===== src/iecc_pkg.sv =====
package iecc_pkg;
    // machine-cycle lengths, as counter masks (period minus one)
    localparam logic [9:0] DIV4_MASK = 10'h003;
    localparam logic [9:0] DIV64_MASK = 10'h03F;
    localparam logic [9:0] DIV1024_MASK = 10'h3FF;
    // field positions in the power control and power mode registers
    localparam int IDLE_BIT = 0;
    localparam int SWB_BIT = 5;
    localparam int SEL_LOW_BIT = 6;
    localparam int SEL_HIGH_BIT = 7;
    // reset values
    localparam logic [1:0] SEL_RESET = 2'h0;
    localparam logic [15:0] RESET_VECTOR = 16'h0000;
    // external reset must stay high this many clocks (two machine cycles)
    localparam logic [3:0] RST_MIN_CLKS = 4'h8;
    // internal reset held this many clocks after every source drops
    localparam logic [3:0] RST_HOLD_CLKS = 4'h8;
    // watchdog reset follows its timeout after this many clocks
    localparam logic [9:0] WDT_RST_CLKS = 10'h200;

    typedef enum logic [1:0] {
        IECC_RUN = 2'h0,
        IECC_IDLE_PEND = 2'h1,
        IECC_IDLE = 2'h3
    } iecc_state_e;
endpackage


===== src/iecc_clock_control.sv =====
// Behaviour
// - writing one to idle bit enters idle after the writing instruction ends
// - idle stops core cycle enable; peripheral enable keeps running
// - core registers and port pins are frozen while idle
// - enabled interrupt clears idle bit, ends idle, service routine runs
// - reset ends idle, core restarts at vector 0000h once internal reset releases
// - watchdog timeout wakes device; reset 512 clocks later unless cleared
// - machine cycle defaults to 4 clocks; 4, 64 or 1024 selectable
// - divider select high/low bits 7 and 6 pick 4, 64 or 1024
// - economy slows peripherals with core; idle keeps peripherals at /4
// - new divider selection takes effect one instruction cycle after write
// - with switchback, serial/two-wire start or external irq forces /4
// - with switchback, divider writes ignored during serial transfers
// - every reset source forces divide-by-4
`timescale 1ns/1ps
`default_nettype none
module iecc_clock_control (
    input wire logic ref_clk_i,
    input wire logic reset_i,
    input wire logic power_control_wr_i,
    input wire logic [7:0] power_control_wdata_i,
    input wire logic power_mode_wr_i,
    input wire logic [7:0] power_mode_wdata_i,
    input wire logic instr_end_i,
    input wire logic irq_wake_i,
    input wire logic ext_rst_pin_i,
    input wire logic por_i,
    input wire logic pfail_i,
    input wire logic bor_i,
    input wire logic sw_rst_i,
    input wire logic wdt_timeout_i,
    input wire logic wdt_enable_i,
    input wire logic wdt_rst_en_i,
    input wire logic wdt_clear_i,
    input wire logic serial_start_i,
    input wire logic twi_start_i,
    input wire logic ext_irq_ack_i,
    input wire logic serial_busy_i,
    output logic core_cyc_en_o,
    output logic periph_cyc_en_o,
    output logic idle_o,
    output logic idle_clear_o,
    output logic core_hold_o,
    output logic [1:0] divider_sel_o,
    output logic switchback_enable_o,
    output logic wdt_irq_o,
    output logic sys_reset_o
);
    typedef struct packed {
        iecc_pkg::iecc_state_e state;
        logic idle;
        logic idle_clr;
        logic [9:0] cnt;
        logic core_en;
        logic per_en;
        logic [1:0] sel;
        logic [1:0] sel_p;
        logic sel_pv;
        logic switchback_enable;
        logic [3:0] ext_cnt;
        logic [3:0] hold_cnt;
        logic sys_rst;
        logic wdt_run;
        logic [9:0] wdt_cnt;
        logic wdt_irq;
    } iecc_state_s;

    iecc_state_s q, d;
    logic any_rst;
    logic swb_event;

    // ------------------------------------------------------------
    // helpers
    // ------------------------------------------------------------
    function automatic logic [9:0] div_mask(input logic [1:0] sel);
        // sel is {high, low}; high clear means divide by four
        // select decode
        if (!sel[1]) begin
            div_mask = iecc_pkg::DIV4_MASK;
        end else if (!sel[0]) begin
            div_mask = iecc_pkg::DIV64_MASK;
        end else begin
            div_mask = iecc_pkg::DIV1024_MASK;
        end
    endfunction

    function automatic logic cyc_hit(input logic [9:0] cnt,
                                     input logic [9:0] mask);
        cyc_hit = ((cnt & mask) == mask);
    endfunction

    // ------------------------------------------------------------
    // next state
    // ------------------------------------------------------------
    always_comb begin
        d = q;
        d.idle_clr = 1'b0;
        d.wdt_irq = 1'b0;
        d.cnt = q.cnt + 10'h001;

        if (!ext_rst_pin_i) begin
            d.ext_cnt = 4'h0;
        end else if (q.ext_cnt != iecc_pkg::RST_MIN_CLKS) begin
            d.ext_cnt = q.ext_cnt + 4'h1;
        end

        if (wdt_clear_i) begin
            d.wdt_run = 1'b0;
            d.wdt_cnt = 10'h000;
        end else if (wdt_timeout_i && wdt_enable_i && !q.wdt_run) begin
            d.wdt_run = 1'b1;
            d.wdt_cnt = 10'h000;
            d.wdt_irq = 1'b1;
        end else if (q.wdt_run) begin
            d.wdt_cnt = q.wdt_cnt + 10'h001;
        end

        any_rst = (q.ext_cnt == iecc_pkg::RST_MIN_CLKS) || por_i ||
                  pfail_i || bor_i || sw_rst_i ||
                  (q.wdt_run && !wdt_clear_i && wdt_rst_en_i &&
                   q.wdt_cnt == iecc_pkg::WDT_RST_CLKS - 10'h001);
        if (any_rst) begin
            d.hold_cnt = iecc_pkg::RST_HOLD_CLKS;
        end else if (q.hold_cnt != 4'h0) begin
            d.hold_cnt = q.hold_cnt - 4'h1;
        end
        d.sys_rst = any_rst || (q.hold_cnt != 4'h0);

        swb_event = q.switchback_enable && (serial_start_i || twi_start_i ||
                              ext_irq_ack_i);

        if (power_mode_wr_i) begin
            d.switchback_enable = power_mode_wdata_i[iecc_pkg::SWB_BIT];
        end
        if (power_mode_wr_i && !(q.switchback_enable && serial_busy_i)) begin
            d.sel_p = {power_mode_wdata_i[iecc_pkg::SEL_HIGH_BIT],
                       power_mode_wdata_i[iecc_pkg::SEL_LOW_BIT]};
            d.sel_pv = 1'b1;
        end else if (q.sel_pv && instr_end_i) begin
            d.sel = q.sel_p;
            d.sel_pv = 1'b0;
        end
        // slow-to-slow moves are software's duty, passed as written
        if (swb_event) begin
            d.sel = iecc_pkg::SEL_RESET;
            d.sel_pv = 1'b0;
        end

        // idle sequencing
        case (q.state)
            iecc_pkg::IECC_RUN: begin
                if (power_control_wr_i &&
                    power_control_wdata_i[iecc_pkg::IDLE_BIT]) begin
                    d.state = iecc_pkg::IECC_IDLE_PEND;
                end
            end
            iecc_pkg::IECC_IDLE_PEND: begin
                if (instr_end_i) begin
                    d.state = iecc_pkg::IECC_IDLE;
                end
            end
            iecc_pkg::IECC_IDLE: begin
                // interrupt or watchdog timeout wakes the core
                if (irq_wake_i || d.wdt_irq) begin
                    d.state = iecc_pkg::IECC_RUN;
                    d.idle_clr = 1'b1;
                end
            end
            default: begin
                d.state = iecc_pkg::IECC_RUN;
            end
        endcase

        // reset ends idle, core restarts from its vector
        if (any_rst || q.sys_rst) begin
            d.state = iecc_pkg::IECC_RUN;
            d.sel = iecc_pkg::SEL_RESET;
            d.sel_p = iecc_pkg::SEL_RESET;
            d.sel_pv = 1'b0;
            d.switchback_enable = 1'b0;
            // a spent countdown must not fire a second reset on wrap
            d.wdt_run = 1'b0;
            d.wdt_cnt = 10'h000;
        end
        d.idle = (d.state == iecc_pkg::IECC_IDLE);

        // core enable gated by idle and reset
        d.core_en = cyc_hit(q.cnt, div_mask(q.sel)) && !q.idle &&
                    !q.sys_rst;
        // peripherals at /4 while idle, else at core rate
        d.per_en = cyc_hit(q.cnt, q.idle ? iecc_pkg::DIV4_MASK :
                                           div_mask(q.sel));
    end

    // ------------------------------------------------------------
    // state register
    // ------------------------------------------------------------
    always_ff @(posedge ref_clk_i or posedge reset_i) begin
        if (reset_i) begin
            q <= '0;
        end else begin
            q <= d;
        end
    end

    // freeze core state and port latches while idle
    assign core_hold_o = q.idle;
    assign core_cyc_en_o = q.core_en;
    assign periph_cyc_en_o = q.per_en;
    assign idle_o = q.idle;
    assign idle_clear_o = q.idle_clr;
    assign divider_sel_o = q.sel;
    assign switchback_enable_o = q.switchback_enable;
    assign wdt_irq_o = q.wdt_irq;
    assign sys_reset_o = q.sys_rst;

    // ------------------------------------------------------------
    // checks
    // ------------------------------------------------------------
    AST_IDLE_ENTER: assert property (
        @(posedge ref_clk_i) disable iff (reset_i)
        q.state == iecc_pkg::IECC_IDLE_PEND && instr_end_i &&
        !any_rst && !q.sys_rst |=> q.idle)
        else $error("idle not entered after instruction end");
    AST_CORE_GATED: assert property (
        @(posedge ref_clk_i) disable iff (reset_i)
        q.idle |=> !core_cyc_en_o)
        else $error("core cycle enable while idle");
    AST_WAKE: assert property (
        @(posedge ref_clk_i) disable iff (reset_i)
        q.idle && irq_wake_i |=> !q.idle && (idle_clear_o || q.sys_rst))
        else $error("interrupt did not end idle");
    AST_RESET_IDLE: assert property (
        @(posedge ref_clk_i) disable iff (reset_i)
        q.sys_rst |=> !q.idle && q.sel == iecc_pkg::SEL_RESET)
        else $error("reset left idle or slow divider");
    AST_WDT_RESET: assert property (
        @(posedge ref_clk_i) disable iff (reset_i)
        q.wdt_run && wdt_rst_en_i && !wdt_clear_i &&
        q.wdt_cnt == 10'h1FF |=> sys_reset_o)
        else $error("watchdog reset missing");
    AST_SWITCHBACK: assert property (
        @(posedge ref_clk_i) disable iff (reset_i)
        q.switchback_enable && (serial_start_i || twi_start_i || ext_irq_ack_i)
        |=> q.sel == 2'h0 && !q.sel_pv)
        else $error("switchback did not force divide by four");
    AST_WRITE_BLOCK: assert property (
        @(posedge ref_clk_i) disable iff (reset_i)
        power_mode_wr_i && q.switchback_enable && serial_busy_i && !q.sel_pv
        |=> !q.sel_pv)
        else $error("divider write taken during transfer");
    AST_PERIPH_IDLE: assert property (
        @(posedge ref_clk_i) disable iff (reset_i)
        q.idle && q.per_en && d.idle |=> !q.per_en [*3])
        else $error("peripheral rate wrong in idle");
    AST_EXT_RESET: assert property (
        @(posedge ref_clk_i) disable iff (reset_i)
        ext_rst_pin_i [*8] ##1 ext_rst_pin_i |=> sys_reset_o)
        else $error("held external reset not recognised");
endmodule
`default_nettype wire


===== config.mk =====
export PLATFORM = sky130hd
export DESIGN_NAME = iecc_clock_control
export DESIGN_NICKNAME = d
export VERILOG_FILES = /design/src/iecc_pkg.sv /design/src/iecc_clock_control.sv
export SDC_FILE = /design/constraint.sdc
export NUM_CORES = 1
export LEC_CHECK = 0
export ABC_AREA = 1
export BUFFER_PORTS_ARGS = -buffer_cell sky130_fd_sc_hd__buf_4
export CELL_PAD_IN_SITES_DETAIL_PLACEMENT = 0
export CELL_PAD_IN_SITES_GLOBAL_PLACEMENT = 1
export CORE_MARGIN = 1.5
export CORE_UTILIZATION = 40
export CTS_BUF_LIST = sky130_fd_sc_hd__clkbuf_4
export DETAILED_ROUTE_END_ITERATION = 16
export PLACE_DENSITY = 0.86
export SETUP_SLACK_MARGIN = 0.4
export SLEW_MARGIN = 25
export SYNTH_ARGS = -nofsm -noshare
export SYNTH_HDL_FRONTEND = slang
export SYNTH_SLANG_ARGS = --single-unit

===== constraint.sdc =====
create_clock -name ref_clk_i -period 2.1 [get_ports ref_clk_i]
set_clock_uncertainty 0.15 [all_clocks]
set_input_delay 0.42 -clock ref_clk_i [delete_from_list [all_inputs] [get_ports ref_clk_i]]
set_output_delay 0.42 -clock ref_clk_i [all_outputs]
set_load 0.1 [all_outputs]

; ---- Yosys cells after proc, flatten, opt, wreduce, memory -nomap -nowiden
; Index checks and enable logic that the tools add are counted.
[totals]
input_bits = 35
reg_bits = 43
wordCells = 99
[op_classes]
bitwise_logic = 2
n_reduce_logical = 37
n_mux = 30
eq_ne = 10
n_addsub = 4
[op_table]
columns = op, n
row1 = two-way mux 10 bit, 5
row2 = two-way mux 11 bit, 2
row3 = adder 10 x 1 -> 10 bit (second input constant), 2
row4 = bitwise AND 10 bit, 2
row5 = equality test 10 bit, 2
row6 = two-way mux 2 bit, 8
row7 = two-way mux 4 bit, 4
row8 = logical AND 1 bit, 12
row9 = nonzero test 4 bit, 3
row10 = equality test 10 x 9 -> 1 bit (second input constant), 1
row11 = logical OR 1 bit, 10
row12 = two-way mux 1 bit, 9
row13 = two-way mux 6 bit, 1
row14 = one-hot mux 2 bit (3 select lines), 1
row15 = nonzero test 2 bit, 3
row16 = nonzero test 3 bit, 2
row17 = logical NOT 1 bit, 5
row18 = adder 4 x 1 -> 4 bit (second input constant), 1
row19 = equality test 2 bit (second input constant), 2
row20 = equality test 4 bit (second input constant), 1
row21 = inequality test 4 bit (second input constant), 1
row22 = subtractor 4 x 1 -> 4 bit (second input constant), 1
row23 = inequality test 3 x 2 -> 1 bit (second input constant), 1
row24 = equality test 2 x 1 -> 1 bit (second input constant), 1
row25 = other kinds (3), 3

; ---- Depth between registers and ports, before layout
; Gate-level depths: netlist (run 1).
[logic_depth]
ltp_word = 9
mapped_depth = 10
depth_no_buf = 10

; ---- Worst setup path before layout (run 1)
; Ideal clock, no wire load.
[synth_timing]
path_type = register -> output
from = register q, in the netlist core_hold_o
to = output idle_o
setup_slack_ns = 0.190
required_time_ns = 1.530
path_stages_with_launch = 2
arrival_ns = 1.340
cell_sequence = dfrtp_1 buf_4
[synth_rtl]
columns = item, line
row1 = start: declaration, iecc_clock_control.sv:68  ; iecc_state_s q, d;
row2 = start signal: assignment, iecc_clock_control.sv:200  ; q <= '0;
row3 = start signal: assignment, iecc_clock_control.sv:202  ; q <= d;
row4 = end: declaration, iecc_clock_control.sv:41  ; output logic idle_o,
; No word-level cell between the ends.

; ---- Worst setup path after layout (run 1)
[layout_timing]
from = register q[18] (netlist name)
to = register q[2] (netlist name)
[layout_via]
elab_chain_cells = 8
elab_cells_between_ends = 9
classes_between = eq/ne (1) / mux (1) / reduce/logical (7)
[layout_lines]
columns = item, line
row1 = equality test 4 bit (*), iecc_clock_control.sv:118  ; any_rst = (q.ext_cnt == iecc_pkg::RST_MIN_CLKS) || por_i ||
row2 = logical OR 1 bit (*) (2 in series), iecc_clock_control.sv:118
row3 = logical OR 1 bit (*) (3 in series), iecc_clock_control.sv:119  ; pfail_i || bor_i || sw_rst_i ||
row4 = logical OR 1 bit (*), iecc_clock_control.sv:175  ; if (any_rst || q.sys_rst) begin
row5 = nonzero test 4 bit (no source line) / two-way mux 11 bit (equally long branches), n/a
; Every way passes the cells marked *; elsewhere a longest branch is shown, timed or not.
; A chain may end at the register's enable or synchronous reset.

==> results of run 1 <==
==> final cells by class <==
cell class,count,area share [%]
inverters,33,4.69
repair buffers,38,11.2
flip-flops and latches,43,40.9
well taps,70,3.32
multi-input cells,148,35.9
clock buffers,6,1.71
clock inverters,2,2.27
==> cells in the final DEF, fill, tap and decap left out, types with 5 or more instances in the layout <==
| cell type | synthesis | routed |
|---|---|---|
| a21oi_1 | 5 | 5 |
| o21ai_0 | 7 | 7 |
| clkbuf_4 | 0 | 6 |
| inv_1 | 31 | 31 |
| nand3_1 | 18 | 16 |
| buf_4 | 3 | 35 |
| nor2_1 | 23 | 20 |
| nor2_2 | 5 | 6 |
| nand2_1 | 34 | 33 |
| xnor2_1 | 6 | 6 |
| xor2_1 | 11 | 11 |
| dfrtp_1 | 43 | 40 |
==> power by group <==
| group | leakage, nW | switching (mW) | internal, mW |
|---|---|---|---|
| Sequential | 0.569 | 0.00625 | 0.835 |
| Clock | 0.0559 | 0.254 | 0.385 |
| Combinational | 0.664 | 0.0605 | 0.0500 |
| Total | 1.29 | 0.320 | 1.27 |
==> metal layers <==
layer,wire [um],vias to the layer above
met1,1770,708
met4,28,0
li1,-,801
met5,0,-
met3,114,2
met2,1760,28
==> logic make-up after synthesis <==
kind of cell | after synthesis
AND/OR/NAND/NOR | 103
adder cells (fa/ha/maj) | 6
XOR/XNOR | 17
buffers and inverters | 36
flip-flops | 43
AO/OA/AOI/OAI | 22
==> worst max-delay path, delay by kind of cell (launching register included) <==
family                     cells  cell delay, ns
and+or+nand+nor                7            0.70
DFF                            1            0.39
buffers and inverters          2            0.18
adders and majority gates      1            0.17
==> final timing paths <==
check / from / end / slack [ns] / cells past startpoint
max: q[18] / q[2] / 0.47 / 10
max in group asynchronous: reset_i / switchback_enable_o / 1.35 / 3
max reg2reg: q[18] / q[2] / 0.47 / 10
min: reset_i / q[32] / 0.04 / 3
min reg2reg: q[29] / q[29] / 0.31 / 1
min in group ref_clk_i: wdt_clear_i / q[11] / 0.11 / 2
==> timing repair <==
item | 4_1_cts | 5_1_grt
hold buffers | 0 | 0
setup buffers | 1 | 4
gates resized for setup | 2 | 15
endpoints found under the setup margin | 8 | 19
pin swaps | 0 | 5
==> metrics.yaml, run 1 <==
synth:
  yosysWarnings: 0
  ys_seq_area_share_pct: 51.0
  synth_edf_count: 0
  synth_top_family_by_area: "simple AND/OR/NAND/NOR gates"
  synth_compound_area_share_pct: 6.29
  synth.top_cell.area_share_pct: 51.0
  yosys.area_share.adder_pct: 3.56
  yosys-top-cells-count: "43 x dfrtp_1, 34 x nand2_1, 31 x inv_1"
  yosysTopAreaCell: "dfrtp_1"
  synth_nets: 268
  synth_area_per_cell_um2: 9.29
  synth_area_leaders: "dfrtp_1 51%, nand2_1 6.0%, inv_1 5.5%"
  synth_ff_type: "dfrtp_1"
  syn_inst: 227
  synth_area_um2: 2110
  synth_mux_area_share_pct: 0
  synth_cell_types: 28
  synthArstFlopShare_pct: 100
  yosysMostFrequentCell: "dfrtp_1"
  synth-simple-area-share_pct: 25.1
  ys_seq_elements: 43
  synth_xor_area_share_pct: 7.06
floorplan:
  initial_utilization_pct: 41.3
  dieArea_um2: 5720
  die_x_um: 75.6
  die_y_um: 75.6
  rows: 26
  io_pins: 45
  core_um2: 5110
placed_design:
  dp.cells: 327
  io_buffers: 32
  placed_cell_area_um2: 2430
  dp_hpwl_um: 2680
  place_ws_ns: 0.360
  globalplace.congestion: 0.751
sta:
  clock.fmax_mhz: 612
  fin_crit_ns: 1.63
  finalWorstSetupSlack_ns: 0.466
  finalHoldViolations: 0
  slew_violations: 0
  slew_headroom_pct: 64.2
  rsz0062_at_grt: "yes"
  holdWs_ns: 0.0408
  finalSetupViolations: 0
  tightest_slew_ns: 0.537
  setup_tns_ns: 0
  timing.final.crit_share_pct: 77.8
global_routing:
  grt_max_degree: 44
  met2_usage_pct: 22.3
  met3_usage_pct: 4.10
  grt.overflow.total: 0
  met1_usage_pct: 19.3
  grt_pass1_wl_um: 6140
  grt_pass1_vias: 1443
  antenna_found_initial: 0
  track_usage_pct: 14.3
  grt.busiest_layer: "met2"
pwr:
  cellPowerDensity_nw_per_um2: 602
  power_mw: 1.59
  p_leak_nw: 1.29
  peakVddDrop_uv: 277
clock_tree:
  clock-root-buffer: "clkbuf_4"
  numCtsBuffers: 5
  clockBufferDepth: 2
  clkSinkCount: 43
  cts_htree_levels: 2
  clkTransAtPathRegs_ns: 0.12
  cts_tree: "done"
  worstSkewPairLatency_ns: 0.34
final_layout:
  area_growth_pct: 25.2
  drive_gt1_share_pct: 30.0
  multi_input_area_um2: 948
  final_cell_area_um2: 2640
  antennaDiodeCount: 0
  nNetsFinal: 310
  largest_register_ffs: 34
  nFillCells: 499
  finish.utilization_pct: 51.7
  ff_latch_area_um2: 1080
  fin_cells: 340
  largest-register: "q"
route:
  ant_nets: 0
  firstDrtPassIters: 4
  drc: 0
  drt-wirelength-per-cell_um: 10.8
  vias: 1539
  drtIter0Drc: 38
  wirelength_um: 3670
  via_per_inst: 4.53
worst_setup_path:
  critPathMaxStageDelay_ns: 0.39
  end_kind: "flop"
  criticalPathCategory: "flop to flop"
  setup.worst_path.start_class: "flop"
  crit_arrival_ns: 1.77
  crit_fanout: 8
  critPathMostFrequentCell: "nor2_4"
  crit_chain: "inv_1 > ha_2 > nand2_2 > nor2_4 > nor2_4 > buf_6 > nand3_4 > nor2_4 > nand3_2 > nand2_1"
  critPathSlowestCell: "dfrtp_1"
  required_ns: 2.24
min_path:
  hp-class: "primary input to async pin"
flow_run:
  cap_violations: 0
run_status:
  outcome: "complete, no violations"
Power figures use the tool's default switching activity.
==> run 2: changes to the inputs <==
clock period = 1.65 ns   (was 2.1 ns; I/O delays follow)
==> run 2 against run 1 <==
Net effect: count of clock-buffer cells in the layout down 1; flip-flop and latch count unchanged; maximum frequency up 3.4%; power up 30%; final area up 19%; final cell count up 6.8%; global-route usage up 2.2 points; worst setup slack worse by 0.40 ns; die area unchanged; core utilization up 9.7 points; clock power up 30%; critical path type unchanged.
==> metrics.yaml, run 2 (same netlist as run 1, synthesis figures left out) <==
run_status:
  outcome: "complete, no violations"  # unchanged
route:
  firstDrtPassIters: 4  # unchanged
  vias: 1677  # was 1539
  drc: 0  # unchanged
  drt-wirelength-per-cell_um: 12.1  # was 10.8 um
  via_per_inst: 4.62  # was 4.53
  drtIter0Drc: 71  # was 38
  wirelength_um: 4380  # was 3670 um
  ant_nets: 0  # unchanged
clock_tree:
  numCtsBuffers: 5  # unchanged
  clkTransAtPathRegs_ns: 0.13  # was 0.12 ns
  cts_htree_levels: 2  # unchanged
  cts_tree: "done"  # unchanged
  clock-root-buffer: "clkbuf_4"  # unchanged
  clockBufferDepth: 2  # unchanged
  worstSkewPairLatency_ns: 0.36  # was 0.34 ns
  clkSinkCount: 43  # unchanged
worst_setup_path:
  regToRegSetupSlack_ns: 0.07  # was 0.47 ns
  r2r_start: "q[18]"  # unchanged
  criticalPathCategory: "flop to flop"  # unchanged
  required_ns: 1.79  # was 2.24 ns
  end_kind: "flop"  # unchanged
  worstRegToRegCells: 9  # was 10
  crit_arrival_ns: 1.72  # was 1.77 ns
  reg2reg_to: "q[3]"  # was q[2]
  setup.worst_path.start_class: "flop"  # unchanged
  crit_fanout: 8  # unchanged
flow_run:
  cap_violations: 0  # unchanged
global_routing:
  grt.overflow.total: 0  # unchanged
  track_usage_pct: 16.4  # was 14.3%
  grt_max_degree: 19  # was 44
  grt_pass1_vias: 1540  # was 1443
  grt_pass1_wl_um: 7080  # was 6140 um
  antenna_found_initial: 0  # unchanged
floorplan:
  io_pins: 45  # unchanged
  die_y_um: 75.6  # unchanged
  initial_utilization_pct: 41.3  # unchanged
  rows: 26  # unchanged
  dieArea_um2: 5720  # unchanged
  core_um2: 5110  # unchanged
  die_x_um: 75.6  # unchanged
placed_design:
  globalplace.congestion: 0.807  # was 0.751
  dp_hpwl_um: 2830  # was 2680 um
  io_buffers: 32  # unchanged
sta:
  finalHoldViolations: 0  # unchanged
  setup_tns_ns: 0  # unchanged
  slew_violations: 0  # unchanged
  fin_crit_ns: 1.58  # was 1.63 ns
  clock.fmax_mhz: 633  # was 612 MHz
  slew_headroom_pct: 73.7  # was 64.2%
  tightest_slew_ns: 0.393  # was 0.537 ns
  timing.final.crit_share_pct: 95.8  # was 77.8%
  finalSetupViolations: 0  # unchanged
  rsz0062_at_grt: "yes"  # unchanged
pwr:
  cellPowerDensity_nw_per_um2: 657  # was 602 nW/um2
  clock_power_share_pct: 40.1  # about the same
  seqPwrFrac_pct: 52.0  # was 52.9%
  peakVddDrop_uv: 346  # was 277 uV
  p_leak_nw: 1.47  # was 1.29 nW
  p_int_mw: 1.61  # was 1.27 mW
  power.share.switching_pct: 21.9  # was 20.1%
  net-switching-power_uw: 450  # was 320 uW
  p_comb_share_pct: 7.9  # was 6.9%
  power_mw: 2.06  # was 1.59 mW
min_path:
  hp-start: "power_mode_wdata_i[7]"
  min_to: "q[24]"
  holdPathStages: 3
  hp-class: "primary input to flop"  # was primary input to async pin
final_layout:
  final_cell_mix: "43 x buf_4, 36 x dfrtp_1, 29 x inv_1"  # was 40 x dfrtp_1, 35 x buf_4, 33 x nand2_1
  area_growth_pct: 48.6  # was 25.2%
  ff_latch_area_um2: 1090  # was 1080 um2
  antennaDiodeCount: 0  # unchanged
  nNetsFinal: 333  # was 310
  mostFrequentLayoutCell: "buf_4"  # was dfrtp_1
  largest_register_ffs: 34  # unchanged
  multi_input_area_um2: 1100  # was 948 um2
  drive_gt1_share_pct: 44.4  # was 30.0%
  largest-register: "q"  # unchanged
  nFillCells: 413  # was 499
  finish.utilization_pct: 61.4  # was 51.7%
## run 2: changes by cell type in the layout (fill, tap and decap cells not counted), moves of 3 or more
cell	previous run	this run
dfrtp_2	3	6
dfrtp_1	40	36
nor2_1	20	16
nand2_1	33	27
nand2_2	1	5
a21oi_2	2	5
nor3_1	4	1
buf_12	0	11
o21ai_0	7	4
a21oi_1	5	2
nor2_4	4	10
buf_4	35	43
## run 2: what timing repair did
action | CTS | global route
hold buffers | 2 | 0
endpoints found under the setup margin | 42 | 63
cloned | 0 | 0
pin swaps | 10 | 8
hold endpoints to repair | 18 | 0
gates resized for setup | 39 | 33
setup buffers | 14 | 8
## run 2: stage by stage
step	setup WS (ns)	hold slack [ns]	std cells	cell area, um2
2_1_floorplan	0.124	0.178	227	2190
3_3_place_gp	0.0586	0.190	331	2530
3_5_place_dp	-0.00198	0.199	331	2530
4_1_cts	0.0610	0.0354	355	2930
5_1_grt	-0.0377	0.0479	363	3140
6_report	0.0694	0.0558	363	3140
## run 2: layout make-up
cell class | instances | share of cell area, %
multi-input cells | 148 | 35.2
flip-flops and latches | 43 | 34.7
repair buffers | 61 | 19.8
inverters | 33 | 4.23
well taps | 70 | 2.79
clock inverters | 3 | 2.15
clock buffers | 5 | 1.20
## run 2: worst max path at each step
stage          depth (start not counted)      to        start
3_3_place_gp                           8    q[3]         q[2]
5_1_grt                                9    q[5]        q[17]
3_5_place_dp                           8    q[6]         q[2]
2_1_floorplan                          1  idle_o  core_hold_o
4_1_cts                                9    q[3]        q[18]
6_report                               9    q[3]        q[18]
## run 2: metal layers
layer  share of wire (%)  GRT usage [%]  up-vias
met2                  50           25.4       23
met5                   0              0        -
met4                 1.6           5.36        0
met3                 2.8           3.70        6
li1                    -              -      846
met1                  46           22.9      802
## run 2: worst max-delay path, stage by stage, from the launching register on
cell and delay [ns]:
dfrtp_1 0.37, inv_1 0.05, ha_2 0.17, nand2_2 0.08
nor2_4 0.05, nor2_4 0.14, nand2_4 0.11, nor2_8 0.20
nand2_8 0.10, nor3_2 0.10
## run 2: power groups by stage
| stage | logic, mW | registers (mW) | clock network [mW] |
|---|---|---|---|
| global route | 0.185 | 1.07 | 0.893 |
| floorplan | 0.0661 | 1.10 | 0 |
| finish | 0.163 | 1.07 | 0.827 |
| CTS | 0.156 | 1.07 | 0.855 |
| global placement | 0.144 | 1.09 | 0 |
| detailed placement | 0.146 | 1.09 | 0 |
